<file path="config.mk">
export PLATFORM = sky130hd
export DESIGN_NAME = drive_state_status
export DESIGN_NICKNAME = d
export VERILOG_FILES = /design/src/rtl/drive_state_status.v
export VERILOG_INCLUDE_DIRS = /design/src /design/src/rtl
export SDC_FILE = /design/constraint.sdc
export NUM_CORES = 1
export LEC_CHECK = 0
export ABC_AREA = 1
export BUFFER_PORTS_ARGS = -buffer_cell sky130_fd_sc_hd__buf_2
export CAP_MARGIN = 10
export CORE_ASPECT_RATIO = 0.75
export CORE_MARGIN = 2
export CORE_UTILIZATION = 51
export CTS_CLUSTER_DIAMETER = 30
export CTS_CLUSTER_SIZE = 25
export DETAILED_ROUTE_END_ITERATION = 12
export PLACE_DENSITY = 0.84
export SETUP_SLACK_MARGIN = 0.4
export SYNTH_ARGS = -nofsm -noshare
export SYNTH_HDL_FRONTEND = slang
export SYNTH_SLANG_ARGS = --single-unit
</file>
<file path="constraint.sdc">
create_clock -name ref_clk -period 3 [get_ports ref_clk]
set_input_delay 0.6 -clock ref_clk [delete_from_list [all_inputs] [get_ports ref_clk]]
set_output_delay 0.6 -clock ref_clk [all_outputs]
set_load 0.1 [all_outputs]
</file>
<file path="src/rtl/drive_state_defs.vh">
// Constants for the drive state report and stop-reaction selector block.
// Assumes inclusion by bare name from rtl files; definitions only.
`ifndef DRIVE_STATE_DEFS_VH
`define DRIVE_STATE_DEFS_VH

// ----------------------------------------
// Object dictionary indexes
// ----------------------------------------
`define IDX_DRIVE_STATE_REPORT 16'h6041
`define IDX_QUICK_STOP_SELECT 16'h605A
`define IDX_SHUTDOWN_SELECT 16'h605B

// ----------------------------------------
// Report word bit positions
// ----------------------------------------
`define RPT_READY 0
`define RPT_SWITCHED_ON 1
`define RPT_OP_ENABLED 2
`define RPT_FAULT 3
`define RPT_VOLTAGE 4
`define RPT_QUICK_STOP_N 5
`define RPT_SWITCH_ON_DIS 6
`define RPT_WARNING 7
`define RPT_RESERVED8 8
`define RPT_REMOTE 9
`define RPT_TARGET 10
`define RPT_INT_LIMIT 11
`define RPT_MODE_LO 12
`define RPT_MODE_HI 13

// ----------------------------------------
// Reset values and abort code
// ----------------------------------------
`define QS_SEL_RESET 16'h0002
`define SD_SEL_RESET 16'h0000
`define ABORT_VALUE_EXCEEDED 32'h06090030

// ----------------------------------------
// Power-stage state codes
// ----------------------------------------
`define ST_NOT_READY 3'h0
`define ST_SW_ON_DISABLED 3'h1
`define ST_READY 3'h2
`define ST_SWITCHED_ON 3'h3
`define ST_OP_ENABLED 3'h4
`define ST_QUICK_STOP 3'h5
`define ST_FAULT_REACTION 3'h6
`define ST_FAULT 3'h7

// ----------------------------------------
// Stop reaction actions
// ----------------------------------------
`define ACT_NONE 2'h0
`define ACT_DISABLE 2'h1
`define ACT_SLOW_RAMP 2'h2
`define ACT_QS_RAMP 2'h3

`endif

</file>
<file path="src/rtl/drive_state_status.v">
// Drive state report word and quick-stop / shutdown reaction selectors.
// Assumes the state machine, motion and power logic around it supply live
// conditions as inputs, and an object access port writes/reads by index.
//
// Operation
// - Report word is live, nothing latched
// - Encode power-stage state in bits 0-3,5,6
// - Bit 4 follows high voltage present
// - Bit 5 low during quick stop
// - Quick stop: bits 0-2 set, fault optional
// - Bit 7 on any warning threshold
// - Bit 8 always zero
// - Bit 9 always one, remote
// - Bits 14 and 15 always zero
// - Bit 10 target reached, updates on change
// - Selector 5/6: target set after quick stop
// - Halt standstill sets target reached
// - Limit or stop switch clears target
// - Bit 11 on any internal limit
// - Bits 12-13 mode dependent
// - Quick stop on request or comm error
// - Selector 1/2: ramp, then switch-on-disabled
// - Selector 5/6: ramp, stay quick stop
// - Bad quick-stop value aborted, kept
// - Shutdown selector 0 disable, 1 ramp
// - Bad shutdown value aborted
`include "drive_state_defs.vh"
`default_nettype none

module drive_state_status
(
    input wire ref_clk,
    input wire rst_n,
    input wire clk_en,
    // Live drive conditions
    input wire [2:0] power_state,
    input wire fault_in_quick_stop,
    input wire high_voltage_on,
    input wire warn_temperature,
    input wire warn_over_voltage,
    input wire warn_under_voltage,
    input wire warn_encoder_amplitude,
    input wire warn_end_at_encoder,
    input wire setpoint_reached,
    input wire target_changed,
    input wire quick_stop_done,
    input wire halt_standstill,
    input wire sw_position_limit,
    input wire forward_limit_switch,
    input wire reverse_limit_switch,
    input wire stop_switch,
    input wire [1:0] mode_specific_bits,
    // Quick stop and shutdown triggers
    input wire quick_stop_request,
    input wire comm_error_quick_stop,
    input wire shutdown_request,
    // Object access port
    input wire obj_wr,
    input wire obj_rd,
    input wire [15:0] obj_index,
    input wire [15:0] obj_wdata,
    output reg [15:0] obj_rdata,
    output reg obj_ack,
    output reg obj_abort,
    output reg [31:0] obj_abort_code,
    // Stop reaction commands to motion logic, and the report word
    output reg quick_stop_active,
    output reg [1:0] quick_stop_action,
    output reg quick_stop_to_disabled,
    output reg [1:0] shutdown_action,
    output reg shutdown_active,
    output wire [15:0] drive_state_report
);

    // ----------------------------------------
    // Selector validity functions
    // ----------------------------------------

    // Quick-stop selector supports 1, 2, 5 and 6 only
    function qs_valid;
        input [15:0] v;
        begin
            qs_valid = (v == 16'h0001) || (v == 16'h0002) || (v == 16'h0005) || (v == 16'h0006);
        end
    endfunction

    // Shutdown selector supports 0 and 1 only
    function sd_valid;
        input [15:0] v;
        begin
            sd_valid = (v == 16'h0000) || (v == 16'h0001);
        end
    endfunction

    // ----------------------------------------
    // State
    // ----------------------------------------
    reg [15:0] quick_stop_reaction_select_q; // Quick-stop selector
    reg [15:0] shutdown_reaction_select_q; // Shutdown selector
    reg target_reached_q; // Target reached flag
    reg [15:0] report_d; // Combinational report word

    // ----------------------------------------
    // Report word assembly
    // ----------------------------------------

    // Built from live inputs plus the registered target flag so nothing latches
    always @*
    begin
        report_d = 16'h0000; // Reserved bits stay zero
        case (power_state)
            `ST_NOT_READY:
            begin
                report_d[3:0] = 4'h0;
            end
            `ST_SW_ON_DISABLED:
            begin
                report_d[`RPT_SWITCH_ON_DIS] = 1'b1;
            end
            `ST_READY:
            begin
                report_d[3:0] = 4'h1;
                report_d[`RPT_QUICK_STOP_N] = 1'b1;
            end
            `ST_SWITCHED_ON:
            begin
                report_d[3:0] = 4'h3;
                report_d[`RPT_QUICK_STOP_N] = 1'b1;
            end
            `ST_OP_ENABLED:
            begin
                report_d[3:0] = 4'h7;
                report_d[`RPT_QUICK_STOP_N] = 1'b1;
            end
            `ST_QUICK_STOP:
            begin
                // Bit 5 low, bits 0-2 high
                report_d[3:0] = {fault_in_quick_stop, 3'h7};
            end
            `ST_FAULT_REACTION:
            begin
                report_d[3:0] = 4'hF;
            end
            default:
            begin
                report_d[3:0] = 4'h8; // Fault
            end
        endcase
        report_d[`RPT_VOLTAGE] = high_voltage_on;
        report_d[`RPT_WARNING] = warn_temperature | warn_over_voltage | warn_under_voltage
            | warn_encoder_amplitude | warn_end_at_encoder;
        report_d[`RPT_REMOTE] = 1'b1; // Remote always
        report_d[`RPT_TARGET] = target_reached_q;
        report_d[`RPT_INT_LIMIT] = sw_position_limit | forward_limit_switch
            | reverse_limit_switch | stop_switch;
        report_d[`RPT_MODE_HI:`RPT_MODE_LO] = mode_specific_bits;
    end

    // Live view, no capture register
    assign drive_state_report = report_d;

    // ----------------------------------------
    // Target reached tracking
    // ----------------------------------------

    // Switch stops win: an axis on a limit or stop switch never reports target; sw_position_limit does not clear it
    always @(posedge ref_clk)
    begin
        if (!rst_n)
        begin
            target_reached_q <= 1'b0;
        end
        else if (clk_en)
        begin
            if (forward_limit_switch || reverse_limit_switch || stop_switch)
            begin
                target_reached_q <= 1'b0;
            end
            else if (halt_standstill)
            begin
                target_reached_q <= 1'b1;
            end
            else if (quick_stop_done && power_state == `ST_QUICK_STOP
                && quick_stop_reaction_select_q[2])
            begin
                target_reached_q <= 1'b1; // Selector 5 or 6
            end
            else if (target_changed)
            begin
                target_reached_q <= 1'b0; // New target restarts
            end
            else
            begin
                target_reached_q <= setpoint_reached;
            end
        end
    end

    // ----------------------------------------
    // Object access: selector writes and reads
    // ----------------------------------------

    // One-cycle ack or abort per access; rejected writes leave value unchanged
    always @(posedge ref_clk)
    begin
        if (!rst_n)
        begin
            quick_stop_reaction_select_q <= `QS_SEL_RESET;
            shutdown_reaction_select_q <= `SD_SEL_RESET;
            obj_rdata <= 16'h0000;
            obj_ack <= 1'b0;
            obj_abort <= 1'b0;
            obj_abort_code <= 32'h00000000;
        end
        else if (clk_en)
        begin
            obj_ack <= 1'b0;
            obj_abort <= 1'b0;
            if (obj_wr)
            begin
                if (obj_index == `IDX_QUICK_STOP_SELECT)
                begin
                    if (qs_valid(obj_wdata))
                    begin
                        quick_stop_reaction_select_q <= obj_wdata;
                        obj_ack <= 1'b1;
                    end
                    else
                    begin
                        obj_abort <= 1'b1;
                        obj_abort_code <= `ABORT_VALUE_EXCEEDED;
                    end
                end
                else if (obj_index == `IDX_SHUTDOWN_SELECT)
                begin
                    if (sd_valid(obj_wdata))
                    begin
                        shutdown_reaction_select_q <= obj_wdata;
                        obj_ack <= 1'b1;
                    end
                    else
                    begin
                        obj_abort <= 1'b1;
                        obj_abort_code <= `ABORT_VALUE_EXCEEDED;
                    end
                end
                else
                begin
                    // Report is read only; unknown index also aborts
                    obj_abort <= 1'b1;
                    obj_abort_code <= `ABORT_VALUE_EXCEEDED;
                end
            end
            else if (obj_rd)
            begin
                if (obj_index == `IDX_DRIVE_STATE_REPORT)
                begin
                    obj_rdata <= report_d;
                    obj_ack <= 1'b1;
                end
                else if (obj_index == `IDX_QUICK_STOP_SELECT)
                begin
                    obj_rdata <= quick_stop_reaction_select_q;
                    obj_ack <= 1'b1;
                end
                else if (obj_index == `IDX_SHUTDOWN_SELECT)
                begin
                    obj_rdata <= shutdown_reaction_select_q;
                    obj_ack <= 1'b1;
                end
                else
                begin
                    obj_rdata <= 16'h0000;
                    obj_abort <= 1'b1;
                    obj_abort_code <= `ABORT_VALUE_EXCEEDED;
                end
            end
        end
    end

    // ----------------------------------------
    // Stop reaction commands
    // ----------------------------------------

    // Registered so motion logic sees a clean action per cycle
    always @(posedge ref_clk)
    begin
        if (!rst_n)
        begin
            quick_stop_active <= 1'b0;
            quick_stop_action <= `ACT_NONE;
            quick_stop_to_disabled <= 1'b0;
            shutdown_active <= 1'b0;
            shutdown_action <= `ACT_NONE;
        end
        else if (clk_en)
        begin
            // Either trigger from operation enabled
            quick_stop_active <= (quick_stop_request || comm_error_quick_stop)
                && power_state == `ST_OP_ENABLED;
            // Ramp choice: odd selector slow ramp, even quick ramp
            quick_stop_action <= quick_stop_reaction_select_q[0] ? `ACT_SLOW_RAMP : `ACT_QS_RAMP;
            // Selector 1/2 exits to disabled, 5/6 stays
            quick_stop_to_disabled <= ~quick_stop_reaction_select_q[2];
            shutdown_active <= shutdown_request && power_state == `ST_OP_ENABLED;
            shutdown_action <= shutdown_reaction_select_q[0] ? `ACT_SLOW_RAMP : `ACT_DISABLE;
        end
    end

endmodule // drive_state_status

`default_nettype wire

</file>
==> key figures <==
Clock network
  – Clock transition at path regs: around 0.06 ns
  – Total of cells resized after clock tree synthesis: 0
  – Total clock sinks: 59
  – CTS tree: yes
  – CTS buffer count: 9
  – CTS Hold Bufs: 0
  – Clock Latency Late Sink: about 0.33 ns
  – CTS max path bufs: 2
  – Post CTS Setup Buffer Count: 0
  – Clock Tree Root: clkbuf_8
  – CTS H-tree depth: 3

Die
  – Die extent in y: roughly 70 µm
  – Ports: ~130
  – CORE AREA: ~5500 µm²
  – Total Die Area: about 6400 µm²
  – Die W: 91.8 µm
  – Initial core utilization: 0.539
  – Placement row count: 23

Timing
  – Slew margin rel.: 0.595
  – Final hold viol count: 0
  – Slew @ Worst Pin: around 0.60 ns
  – Fmax achieved: between 300 and 400 MHz
  – Minimum clock period after layout: 2.51 ns
  – Final worst setup slack: about 0.49 ns
  – Final setup viols: 0
  – Clk_skew: approximately 0.0064 ns
  – Pins Over Slew Limit: 0
  – Crit share post-route: 0.836
  – RSZ-0062 raised after global routing: false
  – Setup TNS: 0 ns
  – Fin Hold WS: between 0.4 and 0.5 ns

Final layout
  – Final Non-Filler Cells: about 590
  – # fillers: ~510
  – Commonest non-fill, non-tap cells in the layout: 102 x buf_2, 78 x nand2_1, 59 x dfxtp_1
  – Fin nets: approximately 570
  – Footprint of the multi-input gates: 1270 µm²
  – Commonest non-fill, non-tap cell in the layout: buf_2
  – Area grow syn2layout: 19.2%
  – Register area: roughly 1200 µm²
  – Layout cells sized above 1: 0.289
  – Number of diodes: 0

Worst setup path
  – Worst path slowest cell: o21ai_0
  – WP data required: 2.40 ns
  – Crit-path max FO: 4
  – Slowest stage delay, CP: around 0.50 ns
  – Arrival @ worst endpoint: roughly 1.9 ns
  – Startpoint Class: input pin
  – Critical path class: input pin to output pin
  – Worst path cell trace: buf_2, inv_1, o21ai_0, inv_2, o21a_2, buf_2
  – Crit end category: output pin
  – Crit path top cell by count: buf_2

Detailed routing
  – # DRC: 0
  – WL met2: ~3.5 mm
  – Post-route antenna net violation count: 0
  – WL per Instance: between 10 and 15 µm
  – DR top layer: met4
  – Met1 Routed Length: approximately 3.0 mm
  – WL final: about 7.4 mm
  – Met3 routed WL: between 700 and 800 µm
  – 1st-pass router iterations: 5
  – Via Count: ~2800
  – Iter 0 DRT Violations: 215
  – Via-to-Cell Ratio: 4.76

Global routing
  – First-pass GRT wire length: around 12 mm
  – Largest net degree at the start of global routing: 45
  – Antenna violations before repair: 0
  – Vias in the first global route: 2612
  – Tot GR Track Use: 0.236
  – Grt ovf: 0

Synthesis
  – Yosys top cell by area: dfxtp_1
  – Post-Synthesis Cells: 416
  – Number of synthesized flops with an enable pin: 0
  – Syn Area/Cell: approximately 7.1 µm²
  – Yosys top cell area share: 0.401
  – Dominant synthesized flop cell: dfxtp_1
  – Sequential cell area fraction in the yosys report: 0.401
  – Syn. warnings: 0
  – Synth top area cells: dfxtp_1 40%, buf_4 9.9%, nand2_1 9.9%, inv_1 7.5%, nor2_1 6.5%
  – Number of library cell types mapped by synthesis: 36
  – Ys async rst share: 0
  – Yosys reg bits: 59
  – Synth Cell Area: slightly below 3000 µm²

Flow run
  – MaxCap Viol Count: 0

Place
  – Placer congestion estimate: between 0.8 and 0.9
  – Placed Instances: about 570
  – Placement Setup Slack: between 0.5 and 0.6 ns
  – IO Port Bufs: 102
  – HPWL Detailed: between 5 and 6 mm

Pwr
  – VDD IR max: approximately 0.27 mV
  – Leakage power: roughly 0.0019 µW
  – PD cells: between 500 and 600 nW/µm²

Outcome
  – Status: complete, no violations

Hold path
  – Min-delay worst type: flip-flop to flip-flop
## Yosys cell counts (2+ instances only)
library cell,number
a21oi_1,16
a31oi_1,4
buf_1,3
buf_2,5
buf_4,39
buf_6,2
clkbuf_1,3
clkinv_2,2
conb_1,2
dfxtp_1,59
inv_1,59
inv_2,3
nand2_1,78
nand2_2,3
nand3_1,28
nand3_2,10
nand4_1,2
nor2_1,51
nor2_2,4
nor2_4,2
nor3_1,2
o211ai_1,2
o21a_1,2
o21ai_0,22
or2_2,2
## through the flow
step | cell area [µm²] | util | total power [µW]
after floorplan | 3070 | - | 1320
after global placement | 3330 | 0.608 | 1360
after detailed placement | 3330 | 0.608 | 1370
after CTS | 3510 | 0.643 | 2060
after global routing | 3510 | 0.643 | 2120
final | 3510 | 0.643 | 2050
## where the power goes
part	switching (µW)	internal, µW
sequential	9.16	800
clock	286	406
combinational	471	73.8
total	766	1280
## final timing paths
kind / slack (ns) / startpoint / endpoint / cells past startpoint
worst max-delay path: 0.49 / power_state[1] / drive_state_report[1] / 6
worst min-delay path: 0.45 / shutdown_reaction_select_q[2] / shutdown_reaction_select_q[2] / 2
worst max register to register: 2.08 / quick_stop_reaction_select_q[2] / target_reached_q / 3
worst min register to register: 0.45 / shutdown_reaction_select_q[2] / shutdown_reaction_select_q[2] / 2
## area by class of cell
class,count,share of cell area
multi-input combinational,268,0.363
sequential,59,0.336
timing repair buffer,105,0.152
inverter,64,0.0691
clock buffer,14,0.0434
tap,75,0.0267
clock inverter,2,0.00997
## cell families after synthesis
group / count (synthesis) / share of synthesized area
AOI/OAI and AO/OA: 50 / 0.0938
xor gates and xnor gates: 1 / 0.00297
buffers and inverters: 117 / 0.207
DFF: 59 / 0.401
other: 2 / 0.00255
and+or+nand+nor: 187 / 0.293
## layer usage
layer  vias to the layer above  track usage
li1                       1395            -
met1                      1256        0.283
met2                       138        0.393
met3                         8        0.100
met4                         0       0.0580
met5                         -            0
## state kept, by name (all words and copies together), names as in the netlist
register / flops
quick_stop_reaction_select_q: 16
quick_stop_active: 1
quick_stop_action: 2
obj_rdata: 16
shutdown_action: 2
target_reached_q: 1
shutdown_active: 1
quick_stop_to_disabled: 1
shutdown_reaction_select_q: 16
obj_ack: 1
obj_abort_code: 1
obj_abort: 1
## critical path: cells and delay by family
| kind | cells | cell delay (ns) |
|---|---|---|
| AO/OA/AOI/OAI | 2 | 0.73 |
| buffers and inverters | 4 | 0.57 |
(Power assumes the default switching activity.)
